[config.mk]
export PLATFORM = sky130hd
export DESIGN_NAME = auto_byte_mover
export DESIGN_NICKNAME = d
export VERILOG_FILES = /design/src/mover_pkg.sv /design/src/mover_step_if.sv /design/src/auto_byte_mover.sv /design/src/mem_ptr_unit.sv /design/src/step_decode.sv
export SDC_FILE = /design/constraint.sdc
export NUM_CORES = 1
export LEC_CHECK = 0
export BUFFER_PORTS_ARGS = -buffer_cell sky130_fd_sc_hd__buf_2
export CAP_MARGIN = 10
export CORE_MARGIN = 2
export CORE_UTILIZATION = 50
export CTS_BUF_LIST = sky130_fd_sc_hd__clkbuf_8
export CTS_CLUSTER_SIZE = 24
export DETAILED_ROUTE_END_ITERATION = 10
export PLACE_DENSITY = 0.78
export SYNTH_ARGS = -nofsm -noshare
export SYNTH_HDL_FRONTEND = slang
export SYNTH_SLANG_ARGS = --single-unit
export TNS_END_PERCENT = 10
[constraint.sdc]
create_clock -name clk_sys -period 2.9 [get_ports clk_sys]
set_clock_uncertainty 0.15 [all_clocks]
set_input_delay 0 -clock clk_sys [delete_from_list [all_inputs] [get_ports clk_sys]]
set_output_delay 0 -clock clk_sys [all_outputs]
set_load 0.1 [all_outputs]
[src/mover_pkg.sv]
// Constants, mode codes and state codes for the automatic byte mover.
// Assumes one core clock and a single core bus shared with the processor.
package mover_pkg;

  localparam int          ADDR_W      = 18;
  localparam int          BYTE_W      = 8;
  localparam int          MODE_W      = 4;
  localparam int          IO_PAGE_W   = 10;

  // Upper ten address bits forced onto every I/O side access
  localparam logic [9:0]  IO_PAGE     = 10'h03F;

  localparam logic [17:0] PTR_RESET   = 18'h0_0000;
  localparam logic [7:0]  COUNT_RESET = 8'h00;
  localparam logic [7:0]  COUNT_LAST  = 8'h01;

  // Mode codes handled here; codes 8 to F belong elsewhere
  localparam logic [3:0]  MODE_OUT_FIX   = 4'h0;
  localparam logic [3:0]  MODE_IN_FIX    = 4'h1;
  localparam logic [3:0]  MODE_OUT_INC   = 4'h2;
  localparam logic [3:0]  MODE_IN_INC    = 4'h3;
  localparam logic [3:0]  MODE_WORD_OUT  = 4'h4;
  localparam logic [3:0]  MODE_WORD_IN   = 4'h5;
  localparam logic [3:0]  MODE_SWAP_ADV  = 4'h6;
  localparam logic [3:0]  MODE_SWAP_HOLD = 4'h7;
  localparam int          MODE_HIGH_BIT  = 3;

  typedef enum logic [1:0] {
    ST_IDLE  = 2'b00,
    ST_ISSUE = 2'b01,
    ST_LOAD  = 2'b10,
    ST_STORE = 2'b11
  } state_t;

endpackage : mover_pkg

[src/mover_step_if.sv]
// Per-byte step description passed between sequencer and mode decoder.
// Assumes the decoder is purely combinational.
`timescale 1ns/1ps
interface mover_step_if;
  logic [3:0] mode;
  logic       second_byte;
  logic       valid_mode;
  logic       two_bytes;
  logic       io_to_mem;
  logic       io_odd;
  logic       inc_after;

  modport decoder (
    input  mode,
    input  second_byte,
    output valid_mode,
    output two_bytes,
    output io_to_mem,
    output io_odd,
    output inc_after
  );

  modport sequencer (
    output mode,
    output second_byte,
    input  valid_mode,
    input  two_bytes,
    input  io_to_mem,
    input  io_odd,
    input  inc_after
  );
endinterface : mover_step_if

[src/auto_byte_mover.sv]
// Automatic byte mover, transfer modes 0 to 7: sequencer, bus master, counter.
// Assumes a core bus that answers each request with a one-cycle bus_ack.
`timescale 1ns/1ps
module auto_byte_mover (
  // Clock and reset
  input  wire logic        clk_sys,
  input  wire logic        rst,
  // Configuration
  input  wire logic [3:0]  mover_control_a,
  input  wire logic        ptr_a_write,
  input  wire logic [1:0]  mem_ptr_a_high,
  input  wire logic [7:0]  mem_ptr_a_mid,
  input  wire logic [7:0]  mem_ptr_a_low,
  input  wire logic        ptr_b_write,
  input  wire logic [7:0]  mem_ptr_b_low,
  input  wire logic        count_write,
  input  wire logic [7:0]  count_value,
  // Activation
  input  wire logic        act_req,
  // Core bus
  input  wire logic        bus_ack,
  input  wire logic [7:0]  bus_rdata,
  output logic             bus_hold,
  output logic             bus_req,
  output logic             bus_wr,
  output logic      [17:0] bus_addr,
  output logic      [7:0]  bus_wdata,
  output logic             bus_io,
  // Status
  output logic      [17:0] mem_ptr_a,
  output logic      [7:0]  transfer_count_reg,
  output logic             mover_done_irq
);

  mover_step_if step ();

  mover_pkg::state_t state;
  mover_pkg::state_t next_state;
  logic       [3:0]  active_mode;
  logic              byte_sel;
  logic              pending;
  logic       [7:0]  io_ptr;

  step_decode u_decode (
    .step (step)
  );

  // Mode is latched at start so a rewrite mid-activation cannot split a word
  assign step.mode        = (state == mover_pkg::ST_IDLE) ? mover_control_a : active_mode;
  assign step.second_byte = byte_sel;

  wire        count_ok  = (transfer_count_reg != mover_pkg::COUNT_RESET);
  wire        in_idle   = (state == mover_pkg::ST_IDLE);
  wire        start     = in_idle & pending & count_ok & step.valid_mode;
  wire        load_ack  = (state == mover_pkg::ST_LOAD) & bus_ack;
  wire        store_ack = (state == mover_pkg::ST_STORE) & bus_ack;
  wire        more      = store_ack & step.two_bytes & ~byte_sel;
  wire        finish    = store_ack & ~more;
  wire        ptr_inc   = store_ack & step.inc_after;
  wire        last_one  = (transfer_count_reg == mover_pkg::COUNT_LAST);

  // Odd partner is pointer plus one; an odd pointer would carry, hence even only
  wire [7:0]  io_low    = step.io_odd ? 8'(io_ptr + 8'h01) : io_ptr;
  wire [17:0] io_addr   = {mover_pkg::IO_PAGE, io_low};
  wire [17:0] src_addr  = step.io_to_mem ? io_addr : mem_ptr_a;
  wire [17:0] dst_addr  = step.io_to_mem ? mem_ptr_a : io_addr;
  wire [17:0] ptr_a_in  = {mem_ptr_a_high, mem_ptr_a_mid, mem_ptr_a_low};
  wire        next_busy = (next_state != mover_pkg::ST_IDLE);
  wire        next_req  = (next_state == mover_pkg::ST_LOAD) | (next_state == mover_pkg::ST_STORE);

  mem_ptr_unit u_ptr_a (
    .clk_sys    (clk_sys),
    .rst        (rst),
    .load       (ptr_a_write),
    .load_value (ptr_a_in),
    .inc        (ptr_inc),
    .ptr        (mem_ptr_a)
  );

  always_comb
  begin
    next_state = state;
    unique case (state)
      mover_pkg::ST_IDLE:  if (start) next_state = mover_pkg::ST_ISSUE;
      mover_pkg::ST_ISSUE: next_state = mover_pkg::ST_LOAD;
      mover_pkg::ST_LOAD:  if (bus_ack) next_state = mover_pkg::ST_STORE;
      mover_pkg::ST_STORE: if (bus_ack) next_state = more ? mover_pkg::ST_ISSUE : mover_pkg::ST_IDLE;
    endcase
  end

  always_ff @(posedge clk_sys)
  begin
    if (rst)
      state <= mover_pkg::ST_IDLE;
    else
      state <= next_state;
  end

  // A request arriving while busy is kept; repeats during one run merge
  always_ff @(posedge clk_sys)
  begin
    if (rst)
      pending <= 1'b0;
    else
      pending <= act_req | (pending & ~in_idle);
  end

  always_ff @(posedge clk_sys)
  begin
    if (rst)
      active_mode <= mover_pkg::MODE_OUT_FIX;
    else if (start)
      active_mode <= mover_control_a;
  end

  always_ff @(posedge clk_sys)
  begin
    if (rst)
      byte_sel <= 1'b0;
    else if (start)
      byte_sel <= 1'b0;
    else if (more)
      byte_sel <= 1'b1;
  end

  always_ff @(posedge clk_sys)
  begin
    if (rst)
      io_ptr <= mover_pkg::COUNT_RESET;
    else if (ptr_b_write)
      io_ptr <= mem_ptr_b_low;
  end

  // Decrement beats a software write landing in the same cycle
  always_ff @(posedge clk_sys)
  begin
    if (rst)
      transfer_count_reg <= mover_pkg::COUNT_RESET;
    else if (finish)
      transfer_count_reg <= 8'(transfer_count_reg - 8'h01);
    else if (count_write)
      transfer_count_reg <= count_value;
  end

  always_ff @(posedge clk_sys)
  begin
    if (rst)
      mover_done_irq <= 1'b0;
    else
      mover_done_irq <= finish & last_one;
  end

  always_ff @(posedge clk_sys)
  begin
    if (rst)
    begin
      bus_hold <= 1'b0;
      bus_req  <= 1'b0;
    end
    else
    begin
      bus_hold <= next_busy;
      bus_req  <= next_req;
    end
  end

  always_ff @(posedge clk_sys)
  begin
    if (rst)
    begin
      bus_addr  <= mover_pkg::PTR_RESET;
      bus_wr    <= 1'b0;
      bus_io    <= 1'b0;
      bus_wdata <= mover_pkg::COUNT_RESET;
    end
    else if (state == mover_pkg::ST_ISSUE)
    begin
      bus_addr <= src_addr;
      bus_wr   <= 1'b0;
      bus_io   <= step.io_to_mem;
    end
    else if (load_ack)
    begin
      bus_addr  <= dst_addr;
      bus_wr    <= 1'b1;
      bus_io    <= ~step.io_to_mem;
      bus_wdata <= bus_rdata;
    end
  end
endmodule : auto_byte_mover

[src/mem_ptr_unit.sv]
// Eighteen-bit memory pointer with load and increment by one.
// Assumes the sequencer never loads and increments in the same cycle on purpose.
`timescale 1ns/1ps
module mem_ptr_unit (
  // Clock and reset
  input  wire logic        clk_sys,
  input  wire logic        rst,
  // Control
  input  wire logic        load,
  input  wire logic [17:0] load_value,
  input  wire logic        inc,
  // Pointer
  output logic      [17:0] ptr
);

  // Increment wins over a load so a byte in flight never loses its step
  wire [17:0] next_ptr = inc ? 18'(ptr + 18'h0_0001) : load_value;

  always_ff @(posedge clk_sys)
  begin
    if (rst)
      ptr <= mover_pkg::PTR_RESET;
    else if (inc | load)
      ptr <= next_ptr;
  end

endmodule : mem_ptr_unit

[src/step_decode.sv]
// Mode decoder: direction, I/O odd offset and pointer step for each byte.
// Assumes mode and byte index are stable while the sequencer uses the result.
`timescale 1ns/1ps
module step_decode (
  // Step description
  mover_step_if.decoder step
);

  wire m_swap = (step.mode == mover_pkg::MODE_SWAP_ADV) | (step.mode == mover_pkg::MODE_SWAP_HOLD);
  wire m_word = (step.mode == mover_pkg::MODE_WORD_OUT) | (step.mode == mover_pkg::MODE_WORD_IN);

  assign step.valid_mode = ~step.mode[mover_pkg::MODE_HIGH_BIT];
  assign step.two_bytes  = m_word | m_swap;
  assign step.io_to_mem  = (step.mode == mover_pkg::MODE_IN_FIX)
                         | (step.mode == mover_pkg::MODE_IN_INC)
                         | (step.mode == mover_pkg::MODE_WORD_IN)
                         | (m_swap & ~step.second_byte);
  assign step.io_odd     = m_word & step.second_byte;
  assign step.inc_after  = (step.mode == mover_pkg::MODE_OUT_INC)
                         | (step.mode == mover_pkg::MODE_IN_INC)
                         | m_word
                         | (step.mode == mover_pkg::MODE_SWAP_ADV)
                         | ((step.mode == mover_pkg::MODE_SWAP_HOLD) & ~step.second_byte);

endmodule : step_decode

# Word-level counts from Yosys, hierarchy flattened
# Index checks and enable logic that the tools add are counted.
# Widths: inputs -> output; s select.
# totals
reg_bits,73
in_bits,53
word_cells,87
# classes
add_sub_neg,3
eq_ne,13
muxes,16
bitwise_logic,33
n_reduce_logical,8
# ops
cell,n
$mux 18,5
$mux 8,3
$add 18x1->18 const B,1
$eq 4x3->1 const B,4
$and 1x1->1,14
$or 1x1->1,13
$add 8x1->8 const B,1
$eq 2x2->1 const B,4
$eq 4x2->1 const B,2
$eq 8x1->1 const B,1
$pmux 2 s4,1
$reduce_bool 8->1,1
$sub 8x1->8 const B,1
$mux 2,3
$not 1->1,6
$reduce_bool 2->1,3
$eq 4x1->1 const B,1
$mux 4,1
$reduce_or 2->1,2
$mux 1,3
$eq 2x1->1 const B,1
$logic_not 2->1,1
$reduce_and 2->1,1

# Depth between registers and ports, before layout
# Gate-level depths: netlist (run 1).
# logic_depth
ltp_word,12
mapped_depth,9
mapped_depth_nobuf,7

# Modules after synthesis
# A second synthesis (run 1) with hierarchy kept.
# unflattened
hier_cells,432
hier_area_um2,3761.1
# modules_own_cells
mod,n_inst,cells_each,area_each_um2
auto_byte_mover,1,287,2600.0
mem_ptr_unit,1,138,1111.1
step_decode,1,7,50.0

# Least setup slack after synthesis (run 1)
# Ideal clock, no wire load.
# synth_timing
kind,register to register
startpoint,register state[1]
endpoint,register bus_addr[6]
setup_ns,0.086
arrival_ns,2.763
required_time_ns,2.664
setup_slack_ns,-0.098
stages_incl_launch_ff,10
n_path_buf,3
period_less_slack_ns,2.998
cell_sequence,dfxtp_1 > buf_6 > or2_2 > clkbuf_1 > a21oi_1 > o211ai_1 > mux2i_1 > buf_2 > nor2_1 > a211oi_1
# synth_between
elab_chain_cells,9
word_cells_on_any_way,24
cone_classes,eq/ne: 8; mux: 6; bitwise: 8; reduce/logical: 2
# synth_rtl
element,line,text
start: declaration,auto_byte_mover.sv:37,mover_pkg::state_t state;
start signal: assignment,auto_byte_mover.sv:94,state <= mover_pkg::ST_IDLE;
start signal: assignment,auto_byte_mover.sv:96,state <= next_state;
$logic_not 2->1,auto_byte_mover.sv:49,assign step.mode = (state == mover_pkg::ST_IDLE) ? mover_control_a : active_mode;
$mux 4,auto_byte_mover.sv:49,
"$eq 4x3->1, or another cell as far along",step_decode.sv:10,wire m_word = (step.mode == mover_pkg::MODE_WORD_OUT) | (step.mode == mover_pkg::MODE_WORD_IN);
"$or 1x1->1, on equally long branches","step_decode.sv:10, step_decode.sv:9, step_decode.sv:15",
"$and 1x1->1, or another cell as far along",step_decode.sv:18,assign step.io_odd = m_word & step.second_byte;
$mux 8 / $or 1x1->1 (equally long branches),"auto_byte_mover.sv:63, step_decode.sv:17",
$mux 18,auto_byte_mover.sv:66,wire [17:0] dst_addr = step.io_to_mem ? mem_ptr_a : io_addr;
$mux 18,auto_byte_mover.sv:182,else if (load_ack)
$mux 18,auto_byte_mover.sv:176,else if (state == mover_pkg::ST_ISSUE)
end signal: assignment,auto_byte_mover.sv:171,bus_addr <= mover_pkg::PTR_RESET;
end signal: assignment,auto_byte_mover.sv:178,bus_addr <= src_addr;
end signal: assignment,auto_byte_mover.sv:184,bus_addr <= dst_addr;
end: declaration,auto_byte_mover.sv:26,"output logic [17:0] bus_addr,"
# Parallel ways exist; a longest one is shown, timed or not. The select of a mux whose other input is x is not followed.
# A chain may end at the register's enable or synchronous reset.

# Worst setup path in the final report (run 1)
# layout_timing
startpoint,register active_mode[3]
endpoint,register transfer_count_reg[5]
# layout_between
elab_chain_cells,9
word_cells_on_any_way,14
cone_classes,eq/ne: 4; mux: 2; bitwise: 7; reduce/logical: 1
# layout_rtl
element,line,text
start: declaration,auto_byte_mover.sv:39,logic [3:0] active_mode;
start signal: assignment,auto_byte_mover.sv:111,active_mode <= mover_pkg::MODE_OUT_FIX;
start signal: assignment,auto_byte_mover.sv:113,active_mode <= mover_control_a;
$mux 4 (*),auto_byte_mover.sv:49,
"$eq 4x3->1, on equally long branches","step_decode.sv:10, step_decode.sv:9",
"$or 1x1->1, on equally long branches","step_decode.sv:10, step_decode.sv:9",
$or 1x1->1 (*),step_decode.sv:13,assign step.two_bytes = m_word | m_swap;
$and 1x1->1 (*) (2 in series),auto_byte_mover.sv:57,wire more = store_ack & step.two_bytes & ~byte_sel;
$not 1->1 (*),auto_byte_mover.sv:58,wire finish = store_ack & ~more;
$and 1x1->1 (*),auto_byte_mover.sv:58,
$mux 8 / $reduce_bool 2->1 (equally long branches),-,
end signal: assignment,auto_byte_mover.sv:138,transfer_count_reg <= mover_pkg::COUNT_RESET;
end signal: assignment,auto_byte_mover.sv:140,transfer_count_reg <= 8'(transfer_count_reg - 8'h01);
end signal: assignment,auto_byte_mover.sv:142,transfer_count_reg <= count_value;
end: declaration,auto_byte_mover.sv:31,"output logic [7:0] transfer_count_reg,"
# Every way passes the cells marked *; elsewhere a longest branch is shown, timed or not.

==> results of run 1 <==
[worst register-to-register path: stages (launching register included)]
cell and delay (ps):
dfxtp_1 490, nand2b_1 180, o2111a_2 300, nand2_1 120, nor4_1 260, mux2_2 390
a21oi_1 150, dlygate4sd3_1 570
[path summary, 6_finish.rpt]
| check | to | slack, ps |
|---|---|---|
| worst max register to register | transfer_count_reg[5] | 240 |
| worst max-delay path | transfer_count_reg[5] | 240 |
| worst min register to register | bus_wdata[5] | 320 |
| worst min-delay path | bus_hold | 130 |
[per-stage QoR]
stage | instance area (sq um) | hold WS, ps | util (%)
after floorplan | 3590 | -32.6 | -
after global placement | 4200 | 66.8 | 61.2
after global routing | 5100 | 179 | 74.2
after CTS | 5090 | 130 | 74.2
final | 5100 | 134 | 74.2
after detailed placement | 4200 | 72.9 | 61.2
[power by group]
group,leakage [uW],total [uW],internal [uW],switching [uW]
Clock,0.000110,891,503,388
Combinational,0.00149,696,207,490
Sequential,0.000590,1110,1040,63.2
Total,0.00219,2690,1750,941
[cell usage after synthesis (3+ instances only)]
cell type,number,area share [%]
xnor2_1,4,0.98
a32oi_1,3,0.73
clkbuf_1,15,1.6
a221oi_1,4,0.98
a311oi_1,4,0.98
dfxtp_1,72,40
nor2b_1,3,0.52
nand2_1,40,4.2
nand2b_1,3,0.52
nor3_1,28,3.9
mux2_2,3,0.94
nand3_1,9,1.3
a211oi_1,7,1.5
o21ai_0,19,2.6
a21oi_1,33,4.6
nand3b_1,4,0.84
nor2_1,67,7.0
a22oi_1,4,0.84
inv_1,9,0.94
a31oi_1,3,0.52
o31ai_1,3,0.63
buf_2,5,0.70
nor4_1,13,2.3
ha_1,5,1.7
buf_1,3,0.31
and4_1,4,0.98
nand4_1,5,0.87
nor3b_1,6,1.3
mux2i_1,17,4.7
and3_1,6,1.0
and2_1,4,0.70
[cell type report]
cell class              instances  area share [%]
clock buffers                  10            2.70
clock inverters                 6            1.64
inverters                       9           0.663
multi-input cells             334            39.3
flip-flops and latches         72            28.3
well taps                      96            2.36
repair buffers                184            25.0
[logic make-up (layout without fill, tap and decap cells)]
logic type               count (synthesis)  in the layout  share of synthesized area (%)
AO/OA/AOI/OAI                           93             93                           16.5
XOR/XNOR                                 7              7                           1.92
adder cells (fa/ha/maj)                  5              5                           1.74
buffers and inverters                   34            209                           4.15
flip-flops                              72             72                           40.2
multiplexers                            20             20                           5.68
AND/OR/NAND/NOR                        209            209                           29.9
[layer usage]
| metal | global-route usage [%] | wire [um] | vias up |
|---|---|---|---|
| met5 | 0 | 0 | - |
| met4 | 15.0 | 355 | 0 |
| met3 | 5.69 | 808 | 32 |
| met2 | 46.5 | 5250 | 205 |
| met1 | 32.6 | 4260 | 1869 |
| li1 | - | - | 1942 |
[timing repair]
item / in CTS / in global routing
resized for setup: 0 / 2
hold buffers: 67 / 0
hold endpoints to repair: 50 / 0
setup endpoints to repair: 0 / 5
==> impl_metrics.ini, run 1 <==
[layout]
final_common_cell = buf_2
multi_input_area_sq_um = 2000
diodes = 0
finalNonFillerCells = 711
drive_gt1_share_pct = 23.9
area_delta_synth_final_pct = 42.0
nFillCells = 538
reg_top3 = bus_addr (18), u_ptr_a.ptr (18)
regArea_sq_um = 1440
final_cell_mix = buf_2 (109), dfxtp_1 (70), nor2_1 (67), dlygate4sd3_1 (67), nand2_1 (40)
nNetsFinal = 668

[yosys]
synth_seq_area_share_pct = 40.2
synthFlopType = dfxtp_1
synth-edff-count = 0
syn-num-nets = 498
synth.avg_cell_area_sq_um = 8.16
synth_area_sq_um = 3590
synth-async-reset-ratio_pct = 0
syn_inst = 440
yosys_warnings = 0
ys_types = 56
synth-seq-cells = 72

[clock_tree]
clk_pin_slew_ps = 80
h-tree-depth = 3
cts_setup_buffers = 0
clock-sinks = 72
cts_inserted_buffers = 9
cts_buffer_depth = 2
clk_latency_ps = 360
cts_tree = built
cts_root_buf = clkbuf_8

[sta]
drv_slew = 0
period_minus_slack_ps = 2660
setup_viol = 0
finalHoldViolations = 0
fmaxAchievable_ghz = 0.376
finalCritPeriodShare_pct = 91.6
relSlewSlack_pct = 51.5
rsz0062_at_grt = no
worstMarginPinSlew_ps = 727
tns_ps = 0
fin_ws_ps = 244

[placement]
dp.cells = 628
place.gp.congestion = 0.912
port_buffers = 109
pre_cts_ws_ps = 236
dp_hpwl_um = 6990

[grt]
grt_pass1_wl_um = 17000
grt_use_total_pct = 27.5
grt_pass1_vias = 3768
antenna_found_initial = 0
grt_max_degree = 30
grt_overflow = 0

[routing]
routed_via_density = 5.69
drt_iter0_drc = 276
drtAntennaViolNets = 0
dr.pass1.iters = 5
wl_per_cell_um = 15.0
vias = 4048
wl_um = 10700
drc_errors = 0

[pwr]
vdd_drop_max_mv = 0.357
power.total_uw = 2690
power_leakage_uw = 0.00219
p_per_area_nw_per_um2 = 528

[critical_path]
required_ps = 3050
slowest_delay_ps = 570
r2r_start = active_mode[3]
crit_buf_inv = 1
rr_worst_depth = 7
crit_arrival_ps = 2810
startpoint = active_mode[3]
path_class = flip-flop to flip-flop
startpoint_type = flip-flop
cp.depth = 7
crit_fanout = 9
crit_chain = nand2b_1, o2111a_2, nand2_1, nor4_1, mux2_2, a21oi_1, dlygate4sd3_1
slowest_stage = dlygate4sd3_1
endpoint_kind = flip-flop
path_delay_family = buffers and inverters

[floorplan]
num_rows = 30
core_region_area_sq_um = 6870
die_x_um = 88.7
die_h_um = 88.7
die_area_sq_um = 7870
initial_core_util_pct = 52.3
io_pins = 110

[min_path]
whs_path_depth = 7
hold_class = input port to flip-flop
min_from = mover_control_a[3]

[status]
outcome = finished, final reports clean

[job]
cap_viol_max_count = 0
No activity file was read; power rests on OpenSTA's default activity.
==> run 2, diff against run 1 <==
CORE_UTILIZATION = 45   (was 50)
PLACE_DENSITY = 0.71   (was 0.78)
==> run 2 against run 1 <==
  * The flow now finishes with violations (negative hold slack)
  * Clock-buffer cell count is the same
  * Register-to-register slack lost 190 ps
  * Sequential power is essentially flat
  * Global-route usage shrank 2.7 points
  * Final cell count shrank 0.28%
  * Routed wire length shrank 0.56%
  * Core utilization shrank 9.1 points
  * Fmax shrank 6.7%
  * Design area shrank 1.3%
  * Sequential share of layout area grew 0.36 points
  * Highest routed layer unchanged
==> impl_metrics.ini, run 2 (synthesized netlist as in run 1, its figures left out) <==
[sta]
relSlewSlack_pct = 26.1
drv_slew = 0
period_minus_slack_ps = 2850
fmaxAchievable_ghz = 0.351
setup_viol = 0
timing.hold.ws_ps = -1.95
rsz0062_at_grt = yes
finalCritPeriodShare_pct = 98.2
finalHoldViolations = 1
worstMarginPinSlew_ps = 1100

[pwr]
power.total_uw = 2690
vdd_drop_max_mv = 0.257
clkPwrFrac_pct = 33.2
power_leakage_uw = 0.00215
p_per_area_nw_per_um2 = 534
pwr-share-seq_pct = 41.0
swShare_pct = 35.0
p_sw_uw = 940
internal-power_uw = 1750
combinationalPowerShare_pct = 25.7

[critical_path]
crit_fanout = 20
crit_arrival_ps = 2940
path_class = flip-flop to flip-flop
required_ps = 2990
endpoint_kind = flip-flop
startpoint_type = flip-flop

[floorplan]
die_h_um = 93.3
initial_core_util_pct = 46.5
core_region_area_sq_um = 7730
die_area_sq_um = 8710
num_rows = 32
io_pins = 110
die_x_um = 93.3

[routing]
wl_um = 10600
vias = 3927
dr.pass1.iters = 4
drtAntennaViolNets = 0
wl_per_cell_um = 15.0
drc_errors = 0
drt_iter0_drc = 148
routed_via_density = 5.54

[layout]
final_common_cell = buf_2
drive_gt1_share_pct = 23.9
diodes = 0
reg_top3 = bus_addr (18), u_ptr_a.ptr (18)
final_cell_mix = buf_2 (109), dfxtp_1 (71), nor2_1 (67)
fin_util_pct = 65.1
nNetsFinal = 661
area_delta_synth_final_pct = 40.1

[grt]
grt_max_degree = 35
grt_overflow = 0
grt_pass1_wl_um = 17400
grt_use_total_pct = 24.8
grt_pass1_vias = 3735
antenna_found_initial = 0

[job]
cap_viol_max_count = 0

[clock_tree]
cts_buffer_depth = 2
cts_inserted_buffers = 9
postCtsResizedCells = 0
h-tree-depth = 3
clock-sinks = 72
clk_latency_ps = 360
cts_setup_buffers = 0
cts_tree = built
clk_pin_slew_ps = 80
cts_root_buf = clkbuf_8

[placement]
dp_hpwl_um = 6920
port_buffers = 109
place.gp.congestion = 0.843

[min_path]
hold_class = input port to flip-flop

[status]
outcome = finished with violations
failed_checks = negative hold slack
[run 2: cell types whose count changed in the layout (fill, tap and decap cells not counted), sizes merged]
cell         delta
clkinv          +1
inv             -1
clkinvlp        -1
dlygate4sd3     -7
[run 2: repair_timing]
item,4_1_cts,5_1_grt
endpoints found under the setup margin,0,15
hold endpoints to repair,48,0
hold buffers,60,0
[run 2: worst max-delay path, cell delays in order, from the launching register on]
cell and delay (ps):
dfxtp_2 420, or3b_2 500, a221oi_1 400, or4_4 350, nand2_1 190, nor2_1 120, dlygate4sd3_1 560, nor4_1 40
[run 2: worst paths after layout]
check,startpoint,endpoint,slack (ps),cells past startpoint
setup / recovery,state[1],u_ptr_a.ptr[10],50,7
hold / removal,rst,bus_addr[14],-2,2
setup reg to reg,state[1],u_ptr_a.ptr[10],50,7
hold reg to reg,bus_wdata[0],bus_wdata[0],310,2
[run 2: layout make-up]
cell class / count / area [sq um]
Fill cell: 655 / 2700
Multi-Input combinational cell: 334 / 2000
Sequential cell: 72 / 1440
Timing Repair Buffer: 177 / 1210
Clock buffer: 10 / 138
Tap cell: 102 / 128
Clock inverter: 5 / 81.3
Inverter: 9 / 33.8
[run 2: metal layers]
layer	share of wire (%)	track usage, %	vias up
li1	-	-	1929
met1	42	31.2	1827
met2	48	41.1	149
met3	6.9	4.83	22
met4	2.4	11.2	0
met5	0	0	-
[run 2: power groups by stage]
stage               combinational [uW]  clock [uW]  sequential, uW
floorplan                          188           0            1420
global placement                   611           0            1120
detailed placement                 618           0            1120
CTS                                687         901            1100
global route                       735         941            1110
finish                             692         893            1100
[run 2: metrics by stage]
stage	worst slack [ps]	hold WS, ps	cells	TNS (ps)	instance area (sq um)
2_1_floorplan	207	-32.6	440	0	3590
3_5_place_dp	133	72.9	634	0	4210
3_3_place_gp	171	59.9	634	0	4210
5_1_grt	-156	46.5	709	-1210	5030
4_1_cts	45.5	1.63	709	0	5030
6_report	52.4	-1.95	709	0	5030
==> run 3, diff against run 2 <==
HOLD_SLACK_MARGIN = 0.12   (was unset)
TNS_END_PERCENT = 50   (was 10)
==> run 3 against run 2 <==
  * The flow finishes with violations (design-rule violations)
  * Register-to-register slack improved by 30 ps
  * Sequential cell count did not move
  * Worst setup slack improved by 32 ps
  * Core utilization rose by 5.3 points
  * Sequential share of layout area fell by 2.1 points
  * Critical path depth did not move
  * First-iteration DRC count rose by 25%
  * Combinational power rose by 5.2%
  * Global-route usage rose by 1.6 points
  * Fmax rose by 1.1%
  * Critical path type unchanged
  * Largest power group unchanged
==> impl_metrics.ini, run 3 (synthesized netlist as in run 1, its figures left out) <==
[min_path]
hold_class = input port to flip-flop
whs_path_depth = 7

[floorplan]
die_area_sq_um = 8710
core_region_area_sq_um = 7730
initial_core_util_pct = 46.5
die_h_um = 93.3
die_x_um = 93.3
num_rows = 32
io_pins = 110

[pwr]
clkPwrFrac_pct = 32.9
swShare_pct = 35.0
p_per_area_nw_per_um2 = 501
power_leakage_uw = 0.00233
combinationalPowerShare_pct = 26.7
pwr-share-seq_pct = 40.4
internal-power_uw = 1770
p_sw_uw = 954
vdd_drop_max_mv = 0.300

[layout]
area_delta_synth_final_pct = 51.5
diodes = 0
final_cell_mix = buf_2 (109), dlygate4sd3_1 (95), dfxtp_1 (70)
final_common_cell = buf_2
reg_top3 = bus_addr (18), u_ptr_a.ptr (18)
nNetsFinal = 698
drive_gt1_share_pct = 23.8
stdcell_area_sq_um = 5440

[clock_tree]
cts_tree = built
cts_buffer_depth = 2
cts_inserted_buffers = 9
clk_latency_ps = 360
clock-sinks = 72
cts_root_buf = clkbuf_8
clk_pin_slew_ps = 80
h-tree-depth = 3

[critical_path]
crit_arrival_ps = 2940
slowest_delay_ps = 630
slowest_stage = or4_4
crit_buf_inv = 1
required_ps = 3020
cp.depth = 7
rr_worst_depth = 7
endpoint_kind = flip-flop
crit_fanout = 20
r2r_slack_ps = 80
path_class = flip-flop to flip-flop
crit_chain = or3b_1, and3b_1, or4_4, nand2_4, nor2_1, dlygate4sd3_1, nor4_1
path_delay_family = simple AND/OR/NAND/NOR gates
startpoint_type = flip-flop

[grt]
grt_use_total_pct = 26.4
grt_overflow = 0
antenna_found_initial = 0
grt_max_degree = 35
grt_pass1_vias = 3964
grt_pass1_wl_um = 18600

[routing]
drc_errors = 1
drtAntennaViolNets = 0
vias = 4099
dr.pass1.iters = 8
wl_um = 11500
routed_via_density = 5.49
drt_iter0_drc = 185
wl_per_cell_um = 15.4

[status]
failed_checks = design-rule violations
outcome = finished with violations

[placement]
placed_area_sq_um = 4210
dp_hpwl_um = 6920
port_buffers = 109
place.gp.congestion = 0.843
pre_cts_ws_ps = 133

[sta]
worstMarginPinSlew_ps = 702
setup_viol = 0
rsz0062_at_grt = yes
finalCritPeriodShare_pct = 97.1
fin_ws_ps = 84.3
relSlewSlack_pct = 52.9
drv_slew = 0
period_minus_slack_ps = 2820
fmaxAchievable_ghz = 0.355
finalHoldViolations = 0

[job]
cap_viol_max_count = 0
[run 3: what timing repair did]
action	4_1_cts	5_1_grt
setup buffers	0	1
hold buffers	95	0
resized for setup	0	10
hold endpoints to repair	55	0
endpoints found under the setup margin	0	25
[run 3: per-stage QoR]
| stage | hold WS [ps] | setup TNS (ps) | util [%] | std cells | power, uW |
|---|---|---|---|---|---|
| after floorplan | -32.6 | 0 | - | 440 | 1610 |
| after global placement | 59.9 | 0 | 54.5 | 634 | 1730 |
| after detailed placement | 72.9 | 0 | 54.5 | 634 | 1740 |
| after CTS | 131 | 0 | 69.6 | 744 | 2720 |
| after global routing | 215 | -6.78 | 70.4 | 746 | 2830 |
| final | 138 | 0 | 70.4 | 746 | 2730 |
[run 3: worst reg2reg max path: cells and delay by family (launching register included)]
kind	cells	cell delay, ps
flip-flops	1	410
AND/OR/NAND/NOR	6	1650
buffers and inverters	1	550
[run 3: metal layers]
layer	vias to the layer above	share of wire, %	track usage, %
li1	2006	-	-
met4	0	2.5	12.3
met2	163	48	43.8
met5	-	0	0
met3	28	6.2	5.48
met1	1902	43	32.8
[run 3: area by class of cell]
| cell class | count | area, sq um |
|---|---|---|
| Tap cell | 102 | 128 |
| Inverter | 9 | 33.8 |
| Fill cell | 609 | 2290 |
| Sequential cell | 72 | 1450 |
| Clock buffer | 10 | 138 |
| Clock inverter | 5 | 81.3 |
| Multi-Input combinational cell | 335 | 2050 |
| Timing Repair Buffer | 213 | 1560 |
[run 3: worst paths after layout]
check	startpoint	end
worst min-delay path	mover_control_a[3]	bus_hold
worst min register to register	bus_wdata[4]	bus_wdata[4]
worst max register to register	state[1]	u_ptr_a.ptr[10]
worst max-delay path	state[1]	u_ptr_a.ptr[10]
[run 3: power by group through the flow]
stage | Sequential, uW | Combinational [uW] | Clock (uW)
4_1_cts | 1100 | 714 | 901
6_report | 1100 | 728 | 896
3_5_place_dp | 1120 | 618 | 0
5_1_grt | 1110 | 772 | 947
3_3_place_gp | 1120 | 611 | 0
2_1_floorplan | 1420 | 188 | 0
